## config.mk

```make
export PLATFORM = sky130hd
export DESIGN_NAME = sas_top
export DESIGN_NICKNAME = d
export VERILOG_FILES = /design/src/hdl/sas_pkg.sv /design/src/hdl/sas_top.sv
export SDC_FILE = /design/constraint.sdc
export NUM_CORES = 1
export LEC_CHECK = 0
export BUFFER_PORTS_ARGS = -buffer_cell sky130_fd_sc_hd__buf_2
export CORE_UTILIZATION = 53
export CTS_CLUSTER_DIAMETER = 80
export DETAILED_ROUTE_END_ITERATION = 12
export HOLD_SLACK_MARGIN = 0.03
export MAX_ROUTING_LAYER = met4
export PLACE_DENSITY = 0.79
export SETUP_SLACK_MARGIN = 0.5
export SLEW_MARGIN = 20
export SYNTH_ARGS = -nofsm -noshare
export SYNTH_HDL_FRONTEND = slang
export SYNTH_SLANG_ARGS = --single-unit
```

## constraint.sdc

```tcl
create_clock -name mclk -period 2.9 [get_ports mclk]
set_clock_uncertainty 0.15 [all_clocks]
set_input_delay 0.145 -clock mclk [delete_from_list [all_inputs] [get_ports mclk]]
set_output_delay 0.145 -clock mclk [all_outputs]
set_load 0.05 [all_outputs]
```

## src/hdl/sas_pkg.sv

```systemverilog
/*
  Constants, register layouts and lookup functions for the SAR converter
  sequencer. Assumes a 32-bit AXI4-Lite bus with 5 decoded address bits.
*/
`default_nettype none
package sas_pkg;
  // Byte offsets of the register words.
  localparam logic [4:0] OFF_CTRL0 = 5'h00;
  localparam logic [4:0] OFF_CTRL1 = 5'h04;
  localparam logic [4:0] OFF_PCFGL = 5'h08;
  localparam logic [4:0] OFF_PCFGH = 5'h0C;
  localparam logic [4:0] OFF_RESH  = 5'h10;
  localparam logic [4:0] OFF_RESL  = 5'h14;
  localparam logic [4:0] OFF_IRQ   = 5'h18;
  // Implemented bits of the pin configuration registers.
  localparam logic [7:0] PCFGL_MASK = 8'h9F;
  localparam logic [7:0] PCFGH_MASK = 8'hFC;
  // Conversion and post-conversion lengths in conversion clock periods.
  localparam logic [4:0] CONV_TADS = 5'h0B;
  localparam logic [4:0] WAIT_TADS = 5'h02;
  // Trial bit that opens every approximation.
  localparam logic [9:0] SAR_TOP = 10'h200;
  // Clock select code that picks the internal RC clock (low two bits).
  localparam logic [1:0] CLK_RC = 2'h3;
  // AXI responses.
  localparam logic [1:0] RESP_OKAY = 2'h0;
  localparam logic [1:0] RESP_SLVERR = 2'h2;

  // Control register 0 layout.
  typedef struct packed {
    logic       vref_neg_ext;   // 1: external negative reference pin.
    logic       vref_pos_ext;   // 1: external positive reference pin.
    logic [3:0] channel_select; // Selected analog channel.
    logic       go;             // Conversion status bit.
    logic       converter_enable; // Module on.
  } sas_ctrl0_s;

  // Control register 1 layout.
  typedef struct packed {
    logic       result_format_sel;    // 1: right justified.
    logic       calibrate;            // Stored only.
    logic [2:0] acquisition_time_sel; // Programmed acquisition.
    logic [2:0] conversion_clock_sel; // Conversion clock source.
  } sas_ctrl1_s;

  // Sequencer states.
  typedef enum logic [1:0] {
    ST_IDLE = 2'b00,
    ST_ACQ  = 2'b01,
    ST_CONV = 2'b10,
    ST_WAIT = 2'b11
  } sas_state_e;

  // Acquisition length in conversion clock periods for each code.
  function automatic logic [4:0] acq_tads(input logic [2:0] code);
    unique case (code)
      3'h7: acq_tads = 5'h14;
      3'h6: acq_tads = 5'h10;
      3'h5: acq_tads = 5'h0C;
      3'h4: acq_tads = 5'h08;
      3'h3: acq_tads = 5'h06;
      3'h2: acq_tads = 5'h04;
      3'h1: acq_tads = 5'h02;
      3'h0: acq_tads = 5'h00;
    endcase
  endfunction

  // Last count of the system clock divider for each code (divide - 1).
  function automatic logic [6:0] div_last(input logic [2:0] code);
    unique case (code)
      3'h0: div_last = 7'h01;
      3'h1: div_last = 7'h07;
      3'h2: div_last = 7'h1F;
      3'h4: div_last = 7'h03;
      3'h5: div_last = 7'h0F;
      3'h6: div_last = 7'h3F;
      3'h3, 3'h7: div_last = 7'h00;
    endcase
  endfunction
endpackage
`default_nettype wire

```

## src/hdl/sas_top.sv

```systemverilog
/*
  SAR converter sequencer: AXI4-Lite register file, conversion clock
  generator, acquisition and successive approximation sequencer, and
  pin configuration. Assumes an external DAC and comparator: cmp_above
  is high when the held sample is at or above the offered sar_code.
  rc_tick is a one-cycle pulse per RC oscillator period, synchronous.
*/
// The implementer's own choices: the AXI4-Lite register port and the register offsets.
// Functional notes
// - Low pin register: 1 digital, 0 analog.
// - High pin register selects channels 15 to 10.
// - Software picks supply rails or reference pins.
// - RC clock keeps converting during sleep.
// - Successive approximation on held sample.
// - Completion loads result, clears go, flags.
// - Reset turns converter off, aborts conversion.
// - Result pair has no reset value.
// - Two periods wait before next acquisition.
// - Zero acquisition code converts at once.
// - Nonzero code samples then converts automatically.
// - After completion, sampling resumes.
// - Go stays set through acquisition and conversion.
// - Holding capacitor disconnects when conversion starts.
// - Ten-bit result, 1024 steps.
// - Acquisition codes map to 20 down to 0.
// - Clock field selects divider or RC clock.
// - Conversion lasts eleven clock periods.
// - Clearing go aborts, result unchanged.
`timescale 1ns/1ps
`default_nettype none
module sas_top (
  input  wire logic        mclk,          // System clock, 250 MHz.
  input  wire logic        reset_n,       // Synchronous reset.
  input  wire logic [4:0]  s_axi_awaddr,  // Write address.
  input  wire logic        s_axi_awvalid, // Write address valid.
  output logic             s_axi_awready, // Write address ready.
  input  wire logic [31:0] s_axi_wdata,   // Write data.
  input  wire logic [3:0]  s_axi_wstrb,   // Write strobes.
  input  wire logic        s_axi_wvalid,  // Write data valid.
  output logic             s_axi_wready,  // Write data ready.
  output logic [1:0]       s_axi_bresp,   // Write response.
  output logic             s_axi_bvalid,  // Write response valid.
  input  wire logic        s_axi_bready,  // Write response ready.
  input  wire logic [4:0]  s_axi_araddr,  // Read address.
  input  wire logic        s_axi_arvalid, // Read address valid.
  output logic             s_axi_arready, // Read address ready.
  output logic [31:0]      s_axi_rdata,   // Read data.
  output logic [1:0]       s_axi_rresp,   // Read response.
  output logic             s_axi_rvalid,  // Read data valid.
  input  wire logic        s_axi_rready,  // Read data ready.
  input  wire logic        rc_tick,       // RC oscillator period pulse.
  input  wire logic        cmp_above,     // Comparator result.
  output logic [9:0]       sar_code,      // Trial code to the DAC.
  output logic             hold_connect,  // Capacitor on the input pin.
  output logic [3:0]       channel_select, // Analog mux select.
  output logic             vref_pos_ext,  // External positive reference.
  output logic             vref_neg_ext,  // External negative reference.
  output logic [15:0]      pin_digital_select, // 1: pin is digital.
  input  wire logic [15:0] pin_in,        // Raw pin input levels.
  output logic [15:0]      pin_din,       // Gated digital inputs.
  output logic             converter_irq_flag,   // Completion flag.
  output logic             converter_irq_enable  // Interrupt enable.
);

  // Bus state.
  logic        awv_q, awv_d;   // Write address held.
  logic [4:0]  awa_q, awa_d;   // Held write address.
  logic        wv_q, wv_d;     // Write data held.
  logic [7:0]  wd_q, wd_d;     // Held write byte.
  logic        ws_q, ws_d;     // Held lane 0 strobe.
  logic        bv_q, bv_d;     // Write response pending.
  logic [1:0]  br_q, br_d;     // Write response code.
  logic        rv_q, rv_d;     // Read data pending.
  logic [31:0] rd_q, rd_d;     // Read data.
  logic [1:0]  rr_q, rr_d;     // Read response code.
  logic        wr_en;          // Register write this cycle.
  logic        wr_hit;         // Write address is mapped.
  logic [7:0]  rd_byte;        // Selected read value.
  logic        rd_hit;         // Read address is mapped.

  // Core state.
  sas_pkg::sas_ctrl0_s c0_q, c0_d;    // Control register 0.
  sas_pkg::sas_ctrl1_s c1_q, c1_d;    // Control register 1.
  sas_pkg::sas_ctrl0_s wc0;           // Written control 0 view.
  logic [7:0]  pl_q, pl_d;     // Low pin configuration.
  logic [7:0]  ph_q, ph_d;     // High pin configuration.
  logic        fl_q, fl_d;     // Completion flag.
  logic        ie_q, ie_d;     // Interrupt enable.
  sas_pkg::sas_state_e st_q, st_d;    // Sequencer state.
  logic [6:0]  div_q, div_d;   // Clock divider count.
  logic [4:0]  tc_q, tc_d;     // Periods counted in a phase.
  logic [9:0]  sar_q, sar_d;   // Approximation register.
  logic [9:0]  msk_q, msk_d;   // Bit under trial.
  logic [15:0] din_q, din_d;   // Gated pin inputs.
  logic        tick;           // One conversion clock period elapsed.
  logic        done;           // Conversion completes this cycle.
  logic [9:0]  fin;            // Final decided code.
  logic [15:0] res_q, res_d;   // Result pair, no reset.

  // Ready whenever the holding slot is free and no response waits.
  assign s_axi_awready = !awv_q && !bv_q;
  assign s_axi_wready  = !wv_q && !bv_q;
  assign s_axi_arready = !rv_q;
  assign s_axi_bvalid  = bv_q;
  assign s_axi_bresp   = br_q;
  assign s_axi_rvalid  = rv_q;
  assign s_axi_rdata   = rd_q;
  assign s_axi_rresp   = rr_q;
  assign wr_en = awv_q && wv_q && ws_q && wr_hit;

  // Address map check for writes; upper address bits beyond 5 not seen.
  always_comb begin
    unique case (awa_q)
      sas_pkg::OFF_CTRL0, sas_pkg::OFF_CTRL1, sas_pkg::OFF_PCFGL,
      sas_pkg::OFF_PCFGH, sas_pkg::OFF_RESH, sas_pkg::OFF_RESL,
      sas_pkg::OFF_IRQ: wr_hit = 1'b1;
      default: wr_hit = 1'b0;
    endcase
  end

  // Read mux; unimplemented bits read zero.
  always_comb begin
    rd_hit = 1'b1;
    unique case (s_axi_araddr)
      sas_pkg::OFF_CTRL0: rd_byte = c0_q;
      sas_pkg::OFF_CTRL1: rd_byte = c1_q;
      sas_pkg::OFF_PCFGL: rd_byte = pl_q;
      sas_pkg::OFF_PCFGH: rd_byte = ph_q;
      sas_pkg::OFF_RESH:  rd_byte = res_q[15:8];
      sas_pkg::OFF_RESL:  rd_byte = res_q[7:0];
      sas_pkg::OFF_IRQ:   rd_byte = {6'h00, ie_q, fl_q};
      default: begin
        rd_byte = 8'h00;
        rd_hit  = 1'b0;
      end
    endcase
  end

  // Bus next state: address and data taken in either order.
  always_comb begin
    awv_d = awv_q;
    awa_d = awa_q;
    wv_d  = wv_q;
    wd_d  = wd_q;
    ws_d  = ws_q;
    bv_d  = bv_q;
    br_d  = br_q;
    rv_d  = rv_q;
    rd_d  = rd_q;
    rr_d  = rr_q;
    if (s_axi_awvalid && s_axi_awready) begin
      awv_d = 1'b1;
      awa_d = s_axi_awaddr;
    end
    if (s_axi_wvalid && s_axi_wready) begin
      wv_d = 1'b1;
      wd_d = s_axi_wdata[7:0];
      ws_d = s_axi_wstrb[0];
    end
    // Both halves held: the write takes effect and the response rises.
    if (awv_q && wv_q) begin
      awv_d = 1'b0;
      wv_d  = 1'b0;
      bv_d  = 1'b1;
      br_d  = wr_hit ? sas_pkg::RESP_OKAY : sas_pkg::RESP_SLVERR;
    end
    if (bv_q && s_axi_bready) begin
      bv_d = 1'b0;
    end
    if (rv_q && s_axi_rready) begin
      rv_d = 1'b0;
    end
    if (s_axi_arvalid && s_axi_arready) begin
      rv_d = 1'b1;
      rd_d = {24'h00_0000, rd_byte};
      rr_d = rd_hit ? sas_pkg::RESP_OKAY : sas_pkg::RESP_SLVERR;
    end
  end

  // Bus registers.
  always_ff @(posedge mclk) begin
    if (!reset_n) begin
      awv_q <= 1'b0;
      awa_q <= 5'h00;
      wv_q  <= 1'b0;
      wd_q  <= 8'h00;
      ws_q  <= 1'b0;
      bv_q  <= 1'b0;
      br_q  <= 2'h0;
      rv_q  <= 1'b0;
      rd_q  <= 32'h0000_0000;
      rr_q  <= 2'h0;
    end else begin
      awv_q <= awv_d;
      awa_q <= awa_d;
      wv_q  <= wv_d;
      wd_q  <= wd_d;
      ws_q  <= ws_d;
      bv_q  <= bv_d;
      br_q  <= br_d;
      rv_q  <= rv_d;
      rd_q  <= rd_d;
      rr_q  <= rr_d;
    end
  end

  // RC source ticks on its own oscillator, so it runs in sleep.
  assign tick = (c1_q.conversion_clock_sel[1:0] == sas_pkg::CLK_RC) ?
                rc_tick :
                (div_q == sas_pkg::div_last(c1_q.conversion_clock_sel));
  assign wc0 = wd_q;

  // Sequencer, control registers and flag next state.
  always_comb begin
    c0_d  = c0_q;
    c1_d  = c1_q;
    pl_d  = pl_q;
    ph_d  = ph_q;
    fl_d  = fl_q;
    ie_d  = ie_q;
    st_d  = st_q;
    tc_d  = tc_q;
    sar_d = sar_q;
    msk_d = msk_q;
    done  = 1'b0;
    fin   = (cmp_above ? sar_q : (sar_q & ~msk_q)) | (msk_q >> 1);
    // Divider free runs outside idle and restarts each period.
    div_d = (st_q == sas_pkg::ST_IDLE || tick) ? 7'h00 :
            div_q + 7'h01;
    // Gate digital reads of analog pins to zero.
    din_d = pin_in & pin_digital_select;
    unique case (st_q)
      sas_pkg::ST_IDLE: begin
        tc_d = 5'h00;
        if (c0_q.go && c0_q.converter_enable) begin
          // Code zero skips acquisition.
          st_d = (c1_q.acquisition_time_sel == 3'h0) ?
                 sas_pkg::ST_CONV : sas_pkg::ST_ACQ;
        end
      end
      sas_pkg::ST_ACQ: begin
        // Keep sampling for the programmed periods.
        if (tick) begin
          tc_d = tc_q + 5'h01;
          if (tc_q == sas_pkg::acq_tads(c1_q.acquisition_time_sel)
                      - 5'h01) begin
            st_d = sas_pkg::ST_CONV;
            tc_d = 5'h00;
          end
        end
      end
      sas_pkg::ST_CONV: begin
        if (tick) begin
          tc_d = tc_q + 5'h01;
          if (tc_q == 5'h00) begin
            // First period: offer the top trial bit.
            sar_d = sas_pkg::SAR_TOP;
            msk_d = sas_pkg::SAR_TOP;
          end else begin
            // Keep or drop the trial bit, try the next.
            sar_d = fin;
            msk_d = msk_q >> 1;
          end
          if (tc_q == sas_pkg::CONV_TADS - 5'h01) begin
            // Eleven periods done.
            done = 1'b1;
            c0_d.go = 1'b0;
            st_d = sas_pkg::ST_WAIT;
            tc_d = 5'h00;
          end
        end
      end
      sas_pkg::ST_WAIT: begin
        // Hold off the next acquisition two periods.
        if (tick) begin
          tc_d = tc_q + 5'h01;
          if (tc_q == sas_pkg::WAIT_TADS - 5'h01) begin
            st_d = sas_pkg::ST_IDLE;  // Sampling resumes.
          end
        end
      end
    endcase
    // Software writes; go only sticks while the module is on.
    if (wr_en) begin
      unique case (awa_q)
        sas_pkg::OFF_CTRL0: begin
          c0_d = wc0;
          c0_d.go = wc0.go && wc0.converter_enable;
          // Clearing go mid-run aborts without a result.
          if (!wc0.go && (st_q == sas_pkg::ST_ACQ ||
                          st_q == sas_pkg::ST_CONV)) begin
            done = 1'b0;
            st_d = sas_pkg::ST_WAIT;
            tc_d = 5'h00;
          end
        end
        sas_pkg::OFF_CTRL1: c1_d = wd_q;
        sas_pkg::OFF_PCFGL: pl_d = wd_q & sas_pkg::PCFGL_MASK;
        sas_pkg::OFF_PCFGH: ph_d = wd_q & sas_pkg::PCFGH_MASK;
        sas_pkg::OFF_IRQ: begin
          fl_d = wd_q[0];
          ie_d = wd_q[1];
        end
        default: begin
        end
      endcase
    end
    // Hardware set wins over a software clear.
    if (done) begin
      fl_d = 1'b1;
    end
    // Turning the module off stops everything at once.
    if (!c0_d.converter_enable) begin
      st_d = sas_pkg::ST_IDLE;
      tc_d = 5'h00;
    end
  end

  // Core registers; reset leaves the converter off and idle.
  always_ff @(posedge mclk) begin
    if (!reset_n) begin
      c0_q  <= '0;
      c1_q  <= '0;
      pl_q  <= 8'h00;
      ph_q  <= 8'h00;
      fl_q  <= 1'b0;
      ie_q  <= 1'b0;
      st_q  <= sas_pkg::ST_IDLE;
      div_q <= 7'h00;
      tc_q  <= 5'h00;
      sar_q <= 10'h000;
      msk_q <= 10'h000;
      din_q <= 16'h0000;
    end else begin
      c0_q  <= c0_d;
      c1_q  <= c1_d;
      pl_q  <= pl_d;
      ph_q  <= ph_d;
      fl_q  <= fl_d;
      ie_q  <= ie_d;
      st_q  <= st_d;
      div_q <= div_d;
      tc_q  <= tc_d;
      sar_q <= sar_d;
      msk_q <= msk_d;
      din_q <= din_d;
    end
  end

  // Result pair next value: completion or software write.
  always_comb begin
    res_d = res_q;
    if (done) begin
      // Justify by the format bit, unused bits zero.
      res_d = c1_q.result_format_sel ? {6'h00, fin} : {fin, 6'h00};
    end
    if (wr_en && awa_q == sas_pkg::OFF_RESH) begin
      res_d[15:8] = wd_q;
    end
    if (wr_en && awa_q == sas_pkg::OFF_RESL) begin
      res_d[7:0] = wd_q;
    end
  end

  // The result pair deliberately has no reset.
  always_ff @(posedge mclk) begin
    res_q <= res_d;
  end

  // Capacitor samples in idle and acquisition only.
  assign hold_connect = (st_q == sas_pkg::ST_IDLE) ||
                        (st_q == sas_pkg::ST_ACQ);
  assign sar_code       = sar_q;
  assign channel_select = c0_q.channel_select;
  assign vref_pos_ext   = c0_q.vref_pos_ext;
  assign vref_neg_ext   = c0_q.vref_neg_ext;
  // Channels 9, 8, 6 and 5 have no pin and stay analog.
  assign pin_digital_select = {ph_q[7:2], 2'b00, pl_q[7], 2'b00,
                               pl_q[4:0]};
  assign pin_din              = din_q;
  assign converter_irq_flag   = fl_q;
  assign converter_irq_enable = ie_q;

endmodule // sas_top
`default_nettype wire

```

==> impl_metrics.yaml, run 1 <==
cells_and_area:
  stdcell_area_um2: 7640
  layout_commonest_cell: "dfxtp_1"
  final_nets: 894
  diodes: 0
  mostFrequentLayoutCells: "dfxtp_1, buf_2, nor2_1"
  layout-drive-gt1-share: 0.208
  fillers: 860
  area_delta_synth_final_pct: 23.8
route:
  drcViolationCount: 0
  routed_wl_um: 15700
  drt_iter0_markers: 455
  ant_nets: 0
  num_vias: 5429
  post_drt_via_cell_ratio: 5.61
  post_drt_wl_per_cell_um: 16.2
  drt_pass1_iterations: 5
outcome:
  outcome: "finished clean"
die:
  start_util: 0.543
  coreArea_um2: 11400
  die_x_um: 110
  fp.dieArea_um2: 12100
  pin_count: 163
  die_h_um: 110
  row_count: 39
power:
  combinationalPowerShare: 0.074
  clockPowerShare: 0.495
  swShare: 0.250
  p_switching_mw: 1.08
  p_per_area_nw_per_um2: 568
  ir_drop_uv: 501
  intPower_mw: 3.26
  pwr-share-seq: 0.431
  p_leak_nw: 3.27
logic_synthesis:
  synth_top_area_cell: "dfxtp_1"
  async_flop_share: 0
  ys_warn_count: 0
  synth_top_area_frac: 0.370
  syn_area_per_cell_um2: 9.08
  ys_types: 65
  synthCells: 680
  synth-main-ff-cell: "dfxtp_1"
  yosysSeqAreaShare: 0.447
  synthTopCellsByArea: "dfxtp_1, edfxtp_1, a21oi_1"
  synth_edf_count: 16
  syn_area_um2: 6180
  ys_ff_latch: 130
cts:
  clk_path_buf_depth: 2
  cts_buffers: 17
  clock-sinks: 130
  clock-root-buffer: "clkbuf_16"
  cts_tree: "done"
  clk_latency_ns: 0.42
  cts_max_level: 4
  clkTransAtPathRegs_ns: 0.06
sta:
  grt_setup_unrepaired: "yes"
  finalSetupViolCount: 0
  fin_ws_ns: 0.591
  max_freq_ghz: 0.433
  timing.final.crit_share: 0.796
  hold_ws_ns: 0.0725
  hold_violations: 0
  fin_crit_ns: 2.31
  slew_viol_final: 0
  worst_pin_slew_ns: 0.893
  fin_tns_setup_ns: 0
  relSlewSlack: 0.400
global_route:
  antenna_found_initial: 0
  grt_pass1_vias: 4947
  grt_overflow: 0
  grt_max_degree: 43
  grt_pass1_wl_um: 24100
  grt_usage: 0.271
job:
  cap_violations: 0
setup_path:
  crit_path_start_kind: "flop"
  path_class: "reg -> reg"
  crit_required_ns: 3.08
  cp_max_fo: 26
  r2r_cells: 4
  worstSetupEndpointType: "flop"
  crit_arrival_ns: 2.49
hold_path:
  whs_path_depth: 4
  min_path_type: "in -> reg"
placed_design:
  placed_area_um2: 6560
  place_ws_ns: 0.561
  io_buffer_count: 97
  gp_congestion: 0.923
  post-dp-hpwl_um: 10300
## worst max-delay path, stage by stage (launching register included)
cell and delay [ns]:
dfxtp_1 0.45, ha_1 0.43, inv_1 0.40, or4_1 0.61, a21oi_1 0.18
## layout make-up
cell class | count | area [um^2] | share of cell area
multi-input cells | 485 | 2990 | 0.391
flip-flops and latches | 130 | 2760 | 0.362
repair buffers | 154 | 1030 | 0.135
clock buffers | 18 | 450 | 0.0589
well taps | 143 | 179 | 0.0234
clock inverters | 14 | 150 | 0.0196
inverters | 23 | 86.3 | 0.0113
## routing by layer
| layer | up-vias | GRT usage | routed length [um] |
|---|---|---|---|
| met5 | - | - | 0 |
| met4 | 0 | 0.104 | 330 |
| met3 | 31 | 0.0611 | 977 |
| met2 | 214 | 0.458 | 7850 |
| met1 | 2579 | 0.313 | 6530 |
| li1 | 2605 | - | - |
## flip-flops by register name, indices dropped and copies added (netlist names), 2 cells and up, named ones only
name            count
pin_din            12
tc_q                5
pl_q                6
wc0                 8
sar_code           10
c0_q                2
res_q              16
ph_q                6
st_q                2
msk_q              10
div_q               7
awa_q               5
s_axi_rdata         8
c1_q                8
channel_select      4
## cell usage after synthesis (all sizes together) (7+ instances only)
cell type    n
nor2        67
dfxtp      114
nor3        11
o21ai       48
a22oi        8
and3        20
buf         49
and2         7
nand3       18
nand2       48
mux2i       31
mux2         9
ha          12
edfxtp      16
nand4       17
clkbuf      25
a21oi       60
inv         23
xnor2       15
nand2b      12
## worst paths after layout
| kind | startpoint | end | slack [ns] |
|---|---|---|---|
| worst max-delay path | st_q[1] | sar_code[8] | 0.59 |
| worst min-delay path | s_axi_wvalid | wc0[3] | 0.07 |
| worst max register to register | st_q[1] | sar_code[8] | 0.59 |
| worst min register to register | s_axi_rdata[0] | s_axi_rdata[0] | 0.30 |
## power groups by stage
stage / clock network [mW] / logic [mW] / registers (mW)
global route: 2.27 / 0.343 / 1.87
finish: 2.15 / 0.322 / 1.87
CTS: 2.17 / 0.316 / 1.87
detailed placement: 0 / 0.278 / 1.91
global placement: 0 / 0.274 / 1.91
floorplan: 0 / 0.249 / 1.91
## cell families (layout without fill, tap and decap cells)
family | Yosys count | count (layout) | synth area share
adders and majority gates | 12 | 12 | 0.0243
other | 1 | 34 | 0.000607
AOI/OAI and AO/OA | 152 | 152 | 0.148
buffers and inverters | 98 | 209 | 0.0900
and+or+nand+nor | 228 | 228 | 0.190
xor gates and xnor gates | 17 | 17 | 0.0241
DFF | 130 | 130 | 0.447
muxes | 42 | 42 | 0.0752
## metrics by stage
stage	std cells	utilization	total power, mW
after floorplan	713	-	2.16
after global placement	887	0.577	2.18
after detailed placement	887	0.577	2.19
after CTS	965	0.671	4.36
after global routing	967	0.672	4.48
final	967	0.672	4.34
## what timing repair did
action / in CTS / in global routing
endpoints found under the setup margin: 0 / 21
buffers inserted: 0 / 2
hold endpoints to repair: 34 / 0
hold buffers: 46 / 0
gates resized for setup: 0 / 3
(Power assumes the default switching activity.)
==> run 2: changes to the inputs <==
Settings changed: CORE_UTILIZATION 53 to 48, PLACE_DENSITY 0.79 to 0.76.
Clock period 2.9 ns to 2 ns, I/O delays scaled along.
==> run 2 against run 1 <==
Effect of this change: the flow now finishes with violations (setup timing); clock power is 35% higher; sequential share of layout area down 5.6 points; critical path depth grew 3; total power is 42% higher; cell count is 11% higher.
==> impl_metrics.yaml, run 2 (synthesis gave the netlist of run 1 again) <==
power:
  pwr-share-seq: 0.439
  p_per_area_nw_per_um2: 671
  p_leak_nw: 3.82
  intPower_mw: 4.60
  combinationalPowerShare: 0.091
  ir_drop_uv: 604
  clockPowerShare: 0.470
  p_switching_mw: 1.57
  swShare: 0.254
placed_design:
  post-dp-hpwl_um: 11000
  gp_congestion: 0.897
  place_ws_ns: -0.0818
  io_buffer_count: 97
cells_and_area:
  register_area_um2: 2810
  layout-drive-gt1-share: 0.417
  fin_util: 0.731
  mostFrequentLayoutCells: "buf_2, dfxtp_1, nor2_1"
  multi_input_area_um2: 3680
  final_nets: 967
  max_flop_register: "res_q"
  area_delta_synth_final_pct: 48.8
  diodes: 0
  largest_reg_flops: 16
  fillers: 755
  layout_commonest_cell: "buf_2"
setup_path:
  path_class: "reg -> reg"
  crit_path_max_incr_delay_ns: 0.36
  r2r_cells: 7
  crit_arrival_ns: 2.55
  reg2reg_from: "awa_q[2]"
  crit_path_start_kind: "flop"
  r2r_slack_ns: -0.39
  crit_required_ns: 2.16
  worstSetupEndpointType: "flop"
  cp_max_fo: 4
  worstPathCellList: "nor2b_1, nand4b_1, nor2_1, a21oi_2, nor2_2, ha_2, mux2_4"
  critPathLaunch: "awa_q[2]"
  critical-path-slowest-cell: "nand4b_1"
job:
  cap_violations: 0
cts:
  clkTransAtPathRegs_ns: 0.05
  cts_max_level: 4
  cts_tree: "done"
  clock-sinks: 130
  clk_latency_ns: 0.43
  clock-root-buffer: "clkbuf_16"
  clk_path_buf_depth: 2
  cts_buffers: 17
sta:
  relSlewSlack: 0.557
  hold_violations: 0
  slew_viol_final: 0
  fin_ws_ns: -0.389
  finalSetupViolCount: 71
  fin_crit_ns: 2.39
  grt_setup_unrepaired: "yes"
  worst_pin_slew_ns: 0.658
  max_freq_ghz: 0.419
  timing.final.crit_share: 1.19
global_route:
  grt_usage: 0.310
  grt_overflow: 0
  grt_max_degree: 48
  antenna_found_initial: 0
  grt_pass1_vias: 5915
  grt_pass1_wl_um: 30300
route:
  drt_iter0_markers: 624
  ant_nets: 0
  drt_pass1_iterations: 5
  routed_wl_um: 21100
  drcViolationCount: 0
  post_drt_via_cell_ratio: 5.79
  post_drt_wl_per_cell_um: 19.7
  num_vias: 6191
die:
  row_count: 41
  fp.dieArea_um2: 13300
  pin_count: 163
  start_util: 0.491
  die_h_um: 115
  coreArea_um2: 12600
  die_x_um: 115
outcome:
  violations: "setup timing"
  outcome: "finished with violations"
hold_path:
  min_path_type: "in -> reg"
## run 2: cell types whose count changed in the layout (fill, tap and decap cells not counted), sizes merged, moves of 2 or more
| cell | before | now |
|---|---|---|
| o21a | 3 | 6 |
| buf | 108 | 179 |
| clkbuf | 18 | 26 |
| inv | 28 | 22 |
| dlygate4sd3 | 46 | 44 |
## run 2: timing repair
item | CTS | global route
resized for setup | 133 | 72
pin swaps | 48 | 26
hold endpoints to repair | 45 | 0
cloned | 7 | 0
endpoints found under the setup margin | 115 | 135
setup buffers | 23 | 8
hold buffers | 45 | 0
## run 2: critical path, delay by kind of cell, from the launching register on
| family | cells | cell delay (ns) |
|---|---|---|
| flip-flops | 1 | 0.33 |
| multiplexers | 1 | 0.27 |
| adder cells (fa/ha/maj) | 1 | 0.31 |
| AND/OR/NAND/NOR | 4 | 1.13 |
| AO/OA/AOI/OAI | 1 | 0.08 |
## run 2: power groups by stage
stage	Combinational [mW]	Clock, mW	Sequential (mW)
final	0.564	2.90	2.71
after global routing	0.595	3.02	2.71
after CTS	0.533	2.86	2.70
after detailed placement	0.459	0	2.75
after global placement	0.451	0	2.75
after floorplan	0.373	0	2.77
## run 2: area by class of cell
class	count	share of cell area
Clock buffer	25	0.0517
Tap cell	172	0.0234
Sequential cell	130	0.305
Multi-Input combinational cell	488	0.401
Timing Repair Buffer	224	0.202
Inverter	23	0.0101
Clock inverter	7	0.00653
## run 2: metal layers
layer,up-vias,global-route usage,wire length (um)
met5,-,-,0
met4,0,0.180,1090
met3,104,0.0654,1410
met2,358,0.529,10700
met1,2972,0.334,7870
li1,2757,-,-
## run 2: per-stage QoR
step / setup TNS (ns) / hold WS (ns) / power [mW] / area [um^2] / cells
2_1_floorplan: -0.0408 / 0.0398 / 3.14 / 6480 / 713
4_1_cts: -0.381 / 0.0719 / 6.09 / 8850 / 1061
5_1_grt: -13.27 / 0.0488 / 6.32 / 9190 / 1069
6_report: -11.11 / 0.0228 / 6.17 / 9190 / 1069
3_5_place_dp: -0.492 / 0.133 / 3.21 / 7010 / 954
3_3_place_gp: -0.107 / 0.125 / 3.21 / 7010 / 954
## run 2: worst min path at each step
stage                    startpoint              to  slack [ns]  depth (start not counted)
detailed placement     s_axi_rready    s_axi_rvalid        0.13                          2
global placement       s_axi_rready    s_axi_rvalid        0.12                          2
floorplan              s_axi_rready    s_axi_rvalid        0.04                          1
finish                s_axi_awvalid           awv_q        0.02                          4
CTS                 s_axi_araddr[1]  s_axi_rresp[1]        0.07                          4
global route          s_axi_awvalid           awv_q        0.05                          4
